File: config.mk
export PLATFORM = sky130hd
export DESIGN_NAME = reset_source_sequencer
export DESIGN_NICKNAME = d
export VERILOG_FILES = /design/src/reset_seq_pkg.sv /design/src/reset_source_sequencer.sv
export SDC_FILE = /design/constraint.sdc
export NUM_CORES = 1
export LEC_CHECK = 0
export BUFFER_PORTS_ARGS = -buffer_cell sky130_fd_sc_hd__buf_2
export CORE_UTILIZATION = 55
export DETAILED_ROUTE_END_ITERATION = 10
export GPL_ROUTABILITY_DRIVEN = 0
export GPL_TIMING_DRIVEN = 0
export PLACE_DENSITY = 0.73
export SLEW_MARGIN = 20
export SYNTH_ARGS = -nofsm -noshare
export SYNTH_HDL_FRONTEND = slang
export SYNTH_SLANG_ARGS = --single-unit
File: constraint.sdc
create_clock -name clk -period 2.3 [get_ports clk]
set_input_delay 0.46 -clock clk [delete_from_list [all_inputs] [get_ports clk]]
set_output_delay 0.46 -clock clk [all_outputs]
set_load 0.03 [all_outputs]
File: src/reset_seq_pkg.sv
// Package with constants and types for the reset source sequencer.
package reset_seq_pkg;

  // ****************************************************************
  // Timing
  // ****************************************************************
  localparam int unsigned CLK_HZ          = 10_000_000;
  localparam int unsigned PIN_MIN_CYCLES  = 3;
  localparam int unsigned POR_INT_CYCLES  = 5000;
  localparam int unsigned POR_XTAL_CYCLES = 10000;
  localparam int unsigned CNT_W           = 16;
  localparam logic [1:0]  SYNC_INIT       = 2'h3;
  localparam logic [2:0]  PIN_SYNC_INIT   = 3'h7;

  // ****************************************************************
  // Types
  // ****************************************************************
  typedef enum logic [1:0] {
    ST_POR     = 2'b00,
    ST_DELAY   = 2'b01,
    ST_RUN     = 2'b10,
    ST_WARM    = 2'b11
  } seq_state_e;

  typedef struct packed {
    logic supplyOk;
    logic wdtTimeout;
    logic wdtResetMode;
    logic debugReset;
    logic stopMode;
    logic stopPinReset;
    logic xtalEnable;
  } reset_req_s;

  typedef struct packed {
    logic sysReset;
    logic fetchVector;
    logic porFlag;
  } reset_out_s;

endpackage : reset_seq_pkg

File: src/reset_source_sequencer.sv
// Reset source gathering and power-on sequencing logic.
`timescale 1ns/10ps

// Behaviour
// - Ignore reset pin pulses under three clocks.
// - Debugger control bit zero forces system reset.
// - Watchdog timeout resets when set for reset, except in stop.
// - In stop, analog filtered pin resets.
// - Hold reset until power-on counter expires.
// - Crystal option lengthens power-on count.
// - On release, CPU fetches reset vector.
// - Power-on reset sets power-on status flag.
module reset_source_sequencer #(
  parameter int unsigned PorIntCycles  = reset_seq_pkg::POR_INT_CYCLES,
  parameter int unsigned PorXtalCycles = reset_seq_pkg::POR_XTAL_CYCLES
) (
  input  wire logic                      clk,
  input  wire logic                      rst_n,
  input  wire logic                      resetPin_n,
  input  wire reset_seq_pkg::reset_req_s req,
  input  wire logic                      porFlagClear,
  output logic                           sysReset,
  output logic                           fetchVector,
  output logic                           porFlag
);
  import reset_seq_pkg::*;

  // ****************************************************************
  // Helpers
  // ****************************************************************
  // A synchronised level counts only once stages two and three agree,
  // which costs one cycle but keeps a metastable first stage out.
  function automatic logic agreedHigh(input logic [2:0] stages);
    return stages[1] && stages[2];
  endfunction : agreedHigh

  function automatic logic agreedLow(input logic [2:0] stages);
    return !stages[1] && !stages[2];
  endfunction : agreedLow

  // ****************************************************************
  // Synchronisers
  // ****************************************************************
  // Pin passes three stages; the first stage feeds only the second.
  // Supply and stop-pin requests are asynchronous as well, so they get
  // the same three stages and the same agreement test.
  logic [2:0] pinSync;
  logic [2:0] next_pinSync;
  logic [2:0] supSync;
  logic [2:0] next_supSync;
  logic [2:0] stopSync;
  logic [2:0] next_stopSync;
  logic       pinLow;
  logic       supHigh;
  logic       supLow;
  logic       stopHigh;

  always_comb begin
    next_pinSync  = {pinSync[1:0], resetPin_n};
    next_supSync  = {supSync[1:0], req.supplyOk};
    next_stopSync = {stopSync[1:0], req.stopPinReset};
  end

  always_ff @(posedge clk or negedge rst_n) begin
    if (!rst_n) begin
      pinSync  <= PIN_SYNC_INIT;
      supSync  <= '0;
      stopSync <= '0;
    end else begin
      pinSync  <= next_pinSync;
      supSync  <= next_supSync;
      stopSync <= next_stopSync;
    end
  end

  // A change counts once stages two and three agree.
  assign pinLow   = agreedLow(pinSync);
  assign supHigh  = agreedHigh(supSync);
  assign supLow   = agreedLow(supSync);
  assign stopHigh = agreedHigh(stopSync);

  // ****************************************************************
  // Pin pulse qualifier
  // ****************************************************************
  // Stages two and three agree for one cycle fewer than the pin is low,
  // so the minimum width shows up as one agreed cycle less.
  localparam logic [1:0] PinAgreeCnt = 2'(PIN_MIN_CYCLES - 1);

  logic [1:0] pinCnt;
  logic [1:0] next_pinCnt;
  logic       pinReset;

  always_comb begin
    next_pinCnt = 2'h0;
    if (pinLow && !req.stopMode) begin
      if (pinCnt < PinAgreeCnt) begin
        next_pinCnt = pinCnt + 2'h1;
      end else begin
        next_pinCnt = pinCnt;
      end
    end
  end

  always_ff @(posedge clk or negedge rst_n) begin
    if (!rst_n) begin
      pinCnt <= 2'h0;
    end else begin
      pinCnt <= next_pinCnt;
    end
  end

  // The count saturates, so a pin held low keeps the request standing.
  assign pinReset = (pinCnt == PinAgreeCnt);

  // ****************************************************************
  // Warm reset sources
  // ****************************************************************
  logic warmReq;
  // Stop-mode pin request is already filtered by the analog delay, so
  // only synchronisation is applied here.
  assign warmReq = pinReset
                 || (stopHigh && req.stopMode)
                 || req.debugReset
                 || (req.wdtTimeout && req.wdtResetMode && !req.stopMode);

  // ****************************************************************
  // Sequencer
  // ****************************************************************
  seq_state_e       state;
  seq_state_e       next_state;
  logic [CNT_W-1:0] porCnt;
  logic [CNT_W-1:0] next_porCnt;
  logic [CNT_W-1:0] porLimit;
  logic             next_sysReset;
  logic             next_fetchVector;
  logic             next_porFlag;
  logic             porSeen;
  logic             next_porSeen;

  // Limit is sampled every cycle; option bits are static in practice.
  assign porLimit = req.xtalEnable ? CNT_W'(PorXtalCycles - 1)
                                   : CNT_W'(PorIntCycles - 1);

  always_comb begin
    next_state       = state;
    next_porCnt      = porCnt;
    next_sysReset    = 1'b1;
    next_fetchVector = 1'b0;
    next_porFlag     = porFlag;
    next_porSeen     = porSeen;
    if (porFlagClear) begin
      next_porFlag = 1'b0;
    end
    case (state)
      ST_POR: begin
        next_porCnt  = '0;
        next_porSeen = 1'b1;
        if (supHigh) begin
          next_state = ST_DELAY;
        end
      end
      ST_DELAY: begin
        if (supLow) begin
          next_state = ST_POR;
        end else if (warmReq) begin
          // A fresh warm request restarts the delay instead of being lost.
          next_state = ST_WARM;
        end else if (porCnt >= porLimit) begin
          next_state       = ST_RUN;
          next_sysReset    = 1'b0;
          next_fetchVector = 1'b1;
          if (porSeen) begin
            next_porFlag = 1'b1;
          end
          next_porSeen = 1'b0;
        end else begin
          next_porCnt = porCnt + CNT_W'(1);
        end
      end
      ST_RUN: begin
        next_sysReset = 1'b0;
        // Supply loss outranks every warm source.
        if (supLow) begin
          next_state    = ST_POR;
          next_sysReset = 1'b1;
        end else if (warmReq) begin
          next_state    = ST_WARM;
          next_sysReset = 1'b1;
        end
      end
      ST_WARM: begin
        // Warm resets rerun the delay but keep the power-on flag alone.
        next_porCnt = '0;
        if (supLow) begin
          next_state = ST_POR;
        end else if (!warmReq) begin
          next_state = ST_DELAY;
        end
      end
      default: begin
        next_state = ST_POR;
      end
    endcase
  end

  always_ff @(posedge clk or negedge rst_n) begin
    if (!rst_n) begin
      state       <= ST_POR;
      porCnt      <= '0;
      sysReset    <= 1'b1;
      fetchVector <= 1'b0;
      porFlag     <= 1'b0;
      porSeen     <= 1'b0;
    end else begin
      state       <= next_state;
      porCnt      <= next_porCnt;
      sysReset    <= next_sysReset;
      fetchVector <= next_fetchVector;
      porFlag     <= next_porFlag;
      porSeen     <= next_porSeen;
    end
  end

endmodule : reset_source_sequencer

==> metrics, run 1 <==
maximum fanout along the worst path 5; clk sinks 33; placed cell area 0.00181 mm²; WL per Instance 16.9 µm; post-synthesis async set-or-reset flop share 1.00; Worst path slowest cell or4_1; detailed-route via count 1449; CTS Buf Count 5; status complete, but fails checks; drt total wl 3700 µm; floorplan row count 19; failing checks DRC; delay-heaviest family, CP simple AND/OR/NAND/NOR gates; vias in the first global route 1373; Yosys cell types 43; CTS tree built; setup TNS 0 ps; Ports 14; Die Y 57.6 µm; GR Util All Layers 0.254; first-pass GRT wire length 6180 µm; Crit. End Element flop; hold_buf cts 0; Post-synth top flop dfrtp_1; vias per cell 6.62; Worst-path clk slew 120 ps; largest net degree at the start of global routing 34; LEAKAGE 0.899 nW; DIE WIDTH 57.6 µm; clock skew 11.8 ps; Slew Limit Fails 0; H-tree depth 2; Buf/Inv on CP 0; synthesized flop and latch total 33; Synth Cell Area 0.00170 mm²; NumNets Final 209; antenna-violating nets left 0; reg2reg start porCnt[7]$_DFFE_PN0P_; Worst Setup Start Kind flop; final setup vio count 0; Critical Path AT 2500 ps; synthesis warning total 0; Clk Latency, worst-skew pair 350 ps; total grt overflow 0; Post-Syn Area per Cell 10.6 µm²; die area 0.00332 mm²; fin crit share 0.968; post-synthesis sequential area ratio 0.488; final hold vios 0; Initial Utilization 0.597; Max Cap Viol 0; Clock Tree Buf Depth 2; HP Class primary input to asynchronous set/reset pin; final period demand of the worst path 2230 ps; Iter 0 DRT Violations 85; Area Growth Syn to Fin 17.0%; HPWL Detailed 2560 µm; max_slew headroom 0.538; 1st-pass router iterations 7; Critical Path Start porCnt[7]$_DFFE_PN0P_; critical path required time 2580 ps; number of fill cells 237; core area 0.00285 mm²; syn nets 182; Least-Margin Pin Slew 693 ps; Peak Freq 449 MHz; worst hold slack 137 ps; Port-buffer cells 13; fraction of layout cells with a size suffix above 1 0.223; crit path cell chain ha_1, o41ai_1, a311o_2, and4_1, or4_1, o22ai_1; CTS Root Cell clkbuf_4; initial antenna violation count 0; Post-synth EDFFs 0; worst stage delay on the critical path 480 ps; CP Class flop to flop; drt drc 1; Cells after Synth 160; Final Cell Area 0.00199 mm²; worst vdd ir 544 µV; Antenna Diode Count 0; Pwr per Cell Area 890 mW/mm²
## registers in the layout, summed over array words and instances, names as in the netlist
signal,cells
fetchVector,1
pinCnt,2
pinSync,3
porCnt,16
porFlag,1
porSeen,1
state,2
stopSync,3
supSync,3
sysReset,1
## cell type report
cell class,instances,area (µm²),area share
clock buffer,5,37.5,0.0188
inverter,11,41.3,0.0207
tap,31,38.8,0.0195
multi-input combinational,112,858,0.431
clock inverter,3,46.3,0.0232
sequential,33,831,0.417
timing repair buffer,20,118,0.0590
buffer,4,22.5,0.0113
## where the power goes
| group | total (mW) | internal (mW) | switching (mW) | leakage (nW) |
|---|---|---|---|---|
| clock | 0.448 | 0.230 | 0.218 | 0.0414 |
| sequential | 0.652 | 0.621 | 0.0314 | 0.424 |
| combinational | 0.675 | 0.225 | 0.450 | 0.433 |
## kinds of logic (layout without fill, tap and decap cells)
group	Yosys count	in the layout	share of synthesized area
compound gates	51	51	0.229
xor+xnor	1	1	0.00514
fa+ha+maj	11	11	0.0808
buf+inv	15	43	0.0345
flops	33	33	0.488
simple gates	49	49	0.162
## metrics by stage
stage          instances  setup WS [ps]  total power, mW   util
2_1_floorplan        160            125             1.09      -
3_3_place_gp         204           -303             1.25  0.633
3_5_place_dp         204           -344             1.27  0.633
4_1_cts              213           35.6             1.75  0.676
5_1_grt              219          -5.06             1.88  0.699
6_report             219           73.8             1.77  0.699
## worst reg2reg max path, stage by stage (launching register included)
cell     delay, ps
dfrtp_1        440
ha_1           310
o41ai_1         80
a311o_2        450
and4_1         250
or4_1          480
o22ai_1        150
## placed cells by master (no fill, tap or decap), types with 6 or more instances in the layout
master / synthesis / routed
o211ai_1: 6 / 6
dfrtp_1: 29 / 29
nor2_1: 7 / 7
nand3_1: 7 / 7
a31oi_1: 7 / 7
inv_1: 11 / 11
ha_1: 11 / 10
buf_4: 0 / 9
nand2_1: 11 / 11
and3_1: 7 / 7
buf_2: 2 / 13
## timing repair
item,4_1_cts,5_1_grt
pin swaps,2,6
gates cloned,0,0
setup endpoints to repair,15,12
buffers inserted,1,6
gates resized for setup,4,4
## Yosys cell counts, drive strengths merged (4+ instances only)
| library cell | number | share of area |
|---|---|---|
| nand2 | 11 | 0.024 |
| a41oi | 5 | 0.026 |
| dfstp | 4 | 0.062 |
| nand3 | 7 | 0.021 |
| and3 | 7 | 0.026 |
| o41ai | 5 | 0.026 |
| dfrtp | 29 | 0.43 |
| o211ai | 6 | 0.026 |
| inv | 11 | 0.024 |
| ha | 11 | 0.081 |
| a31oi | 7 | 0.026 |
| nor2 | 7 | 0.015 |
| o21ai | 5 | 0.015 |
## path summary, 6_finish.rpt
| check | slack [ps] | cells after the start | to |
|---|---|---|---|
| max | 70 | 6 | state[1]$_DFFE_PN0P_ |
| min | 140 | 1 | porFlag$_DFF_PN0_ |
| max reg2reg | 70 | 6 | state[1]$_DFFE_PN0P_ |
| min reg2reg | 360 | 0 | supSync[1]$_DFF_PN0_ |
| max in group asynchronous | 1710 | 1 | porCnt[15]$_DFFE_PN0P_ |
| min in group clk | 200 | 1 | pinSync[0]$_DFF_PN1_ |
## layer usage
metal | wire length [µm] | up-vias | global-route usage
li1 | - | 682 | -
met1 | 1690 | 715 | 0.334
met2 | 1740 | 48 | 0.384
met3 | 217 | 4 | 0.0759
met4 | 39 | 0 | 0.125
met5 | 0 | - | 0
Power figures use the tool's default switching activity.
==> inputs of run 2 (changes only) <==
--- a/config.mk
+++ b/config.mk
@@ -5,6 +5,7 @@
 export SDC_FILE = /design/constraint.sdc
 export NUM_CORES = 1
 export LEC_CHECK = 0
+export ABC_AREA = 1
 export BUFFER_PORTS_ARGS = -buffer_cell sky130_fd_sc_hd__buf_2
 export CORE_UTILIZATION = 55
 export DETAILED_ROUTE_END_ITERATION = 10
==> run 2 against run 1 <==
The run now ends clean; core utilization shrank 6.1 points; count of clock-buffer cells in the layout is the same; critical path depth grew 1; hold slack gained 17 ps; clock power shrank 1%; global-route usage shrank 4.0 points; clock skew shrank 4.2 ps; critical endpoint is now porCnt[3]$_DFFE_PN0P_; total power shrank 1.1%.
==> metrics, run 2 <==
status completed; post-route setup slack 473 ps; max reg flops 16; fraction of layout cells with a size suffix above 1 0.202; total grt overflow 0; CP Class flop to flop; Clock Tree Buf Depth 2; vias per cell 4.95; RSZ-0062 raised after global routing no; Post-Syn Area per Cell 8.04 µm²; core area 0.00336 mm²; fin crit share 0.794; CTS tree built; max_slew headroom 0.520; 1st-pass router iterations 4; drt drc 0; DIE WIDTH 61.3 µm; largest net degree at the start of global routing 34; initial antenna violation count 0; Synth top area share 0.375; floorplan row count 21; Synth Cell Area 0.00194 mm²; commonest non-fill, non-tap cell in the layout nand2_1; internal reg-to-reg setup slack 470 ps; Reg-to-Reg End porCnt[3]$_DFFE_PN0P_; Cell Count, Final, Fillers Out 308; Crit. End Element flop; final hold vios 0; Peak Freq 547 MHz; Least-Margin Pin Slew 719 ps; most frequent cell after synthesis nand2_1; Clk Latency, worst-skew pair 350 ps; Die Y 61.3 µm; Pwr per Cell Area 819 mW/mm²; Iter 0 DRT Violations 68; Post-synth top flop dfrtp_1; final period demand of the worst path 1830 ps; post-CTS resize count 0; worst vdd ir 545 µV; NumNets Final 283; Critical Path AT 2070 ps; syn nets 263; hold_buf cts 0; setup TNS 0 ps; largest family of logic cells by synthesized area simple AND/OR/NAND/NOR gates; H-tree depth 2; worst hold slack 154 ps; Synth Area in Simple Gates 0.333; top cells by count, synth 53 x nand2_1, 34 x nor2_1, 29 x dfrtp_1; maximum fanout along the worst path 10; vias in the first global route 1369; Cells after Synth 241; Initial Utilization 0.576; final setup vio count 0; post-synthesis sequential area ratio 0.429; pre-CTS setup slack 399 ps; synthesized flop and latch total 33; Area Growth Syn to Fin 10.7%; clock skew 7.54 ps; commonest non-fill, non-tap cells in the layout 53 x nand2_1, 34 x nor2_1, 29 x dfrtp_1; Post-Synth Adder-Cell Area 0.0711; HPWL Detailed 2550 µm; LEAKAGE 1.05 nW; Antenna Diode Count 0; placed instance count 300; WL per Instance 11.0 µm; CTS Root Cell clkbuf_4; Port-buffer cells 13; antenna-violating nets left 0; Final Util 0.637; Ports 14; detailed-route via count 1524; synthesis warning total 0; r2r worst-path depth 7; reg2reg start state[0]$_DFFE_PN0P_; post-synthesis async set-or-reset flop share 1.00; postcts setup bufs 0; mux contribution to synthesized area 0; Synth Area in Compound Gates 0.0459; CTS Buf Count 5; GR Util All Layers 0.213; Largest Register porCnt; Worst Setup Start Kind flop; clk sinks 33; HP Class primary input to asynchronous set/reset pin; xor-xnor portion of the synthesized cell area 0.0452; drt total wl 3390 µm; first-pass GRT wire length 5750 µm; synth top area cells dfrtp_1 37%, nand2_1 10%, ha_1 7.1%, nand3_1 7.0%, nor2_1 6.6%; Slew Limit Fails 0; critical path required time 2540 ps; die area 0.00376 mm²; Max Cap Viol 0; post-synth top area cell dfrtp_1; Post-synth EDFFs 0; Worst-path clk slew 110 ps; Yosys cell types 28
run 2: cell types whose count changed after synthesis, moves of 7 or more:
| cell | delta |
|---|---|
| a31oi_1 | -7 |
| and3_1 | -7 |
| inv_1 | +14 |
| nand2_1 | +42 |
| nand2_2 | +7 |
| nand3_1 | +20 |
| nor2_1 | +27 |
| xor2_1 | +8 |
run 2: worst max path at each step:
stage | startpoint | endpoint | slack, ps
after floorplan | req[0] | porCnt[3]$_DFFE_PN0P_ | 650
after global placement | req[0] | porCnt[3]$_DFFE_PN0P_ | 390
after detailed placement | req[0] | porCnt[3]$_DFFE_PN0P_ | 400
after CTS | state[0]$_DFFE_PN0P_ | porCnt[3]$_DFFE_PN0P_ | 450
after global routing | state[0]$_DFFE_PN0P_ | porCnt[4]$_DFFE_PN0P_ | 350
final | state[0]$_DFFE_PN0P_ | porCnt[3]$_DFFE_PN0P_ | 470
run 2: stage by stage:
stage          area [µm²]  power [mW]
3_5_place_dp         2060        1.33
4_1_cts              2140        1.77
5_1_grt              2140        1.88
6_report             2140        1.76
3_3_place_gp         2060        1.33
2_1_floorplan        1940        1.18
run 2: logic make-up (layout without fill, tap and decap cells):
kind of cell | after synthesis | after routing
adders and majority gates | 11 | 11
and+or+nand+nor | 139 | 139
xor gates and xnor gates | 10 | 10
AOI/OAI and AO/OA | 14 | 14
DFF | 33 | 33
buffers and inverters | 34 | 55
run 2: area by class of cell:
cell class / instances / area, µm²
Timing Repair Buffer: 13 / 65.1
Buffer: 5 / 37.5
Tap cell: 46 / 57.6
Sequential cell: 33 / 831
Clock inverter: 3 / 46.3
Multi-Input combinational cell: 174 / 960
Clock buffer: 5 / 37.5
Fill cell: 302 / 1220
Inverter: 29 / 109
run 2: per-layer routing:
metal	global-route usage	routed length, µm	up-vias
li1	-	-	807
met1	0.278	1750	687
met2	0.340	1460	24
met3	0.0630	117	6
met4	0.0762	60	0
met5	0	0	-
run 2: report_power, final:
| part | leakage (nW) | internal (mW) | switching, mW |
|---|---|---|---|
| Combinational | 0.581 | 0.206 | 0.429 |
| Clock | 0.0414 | 0.230 | 0.212 |
| Sequential | 0.423 | 0.630 | 0.0487 |
| Total | 1.05 | 1.07 | 0.690 |
run 2: worst max-delay path: stages, from the launching register on:
cell      delay (ps)
dfrtp_1          420
inv_1             80
ha_1             360
inv_1            190
clkbuf_1         420
nor2_1           120
nand2_2           90
o21ai_2           50
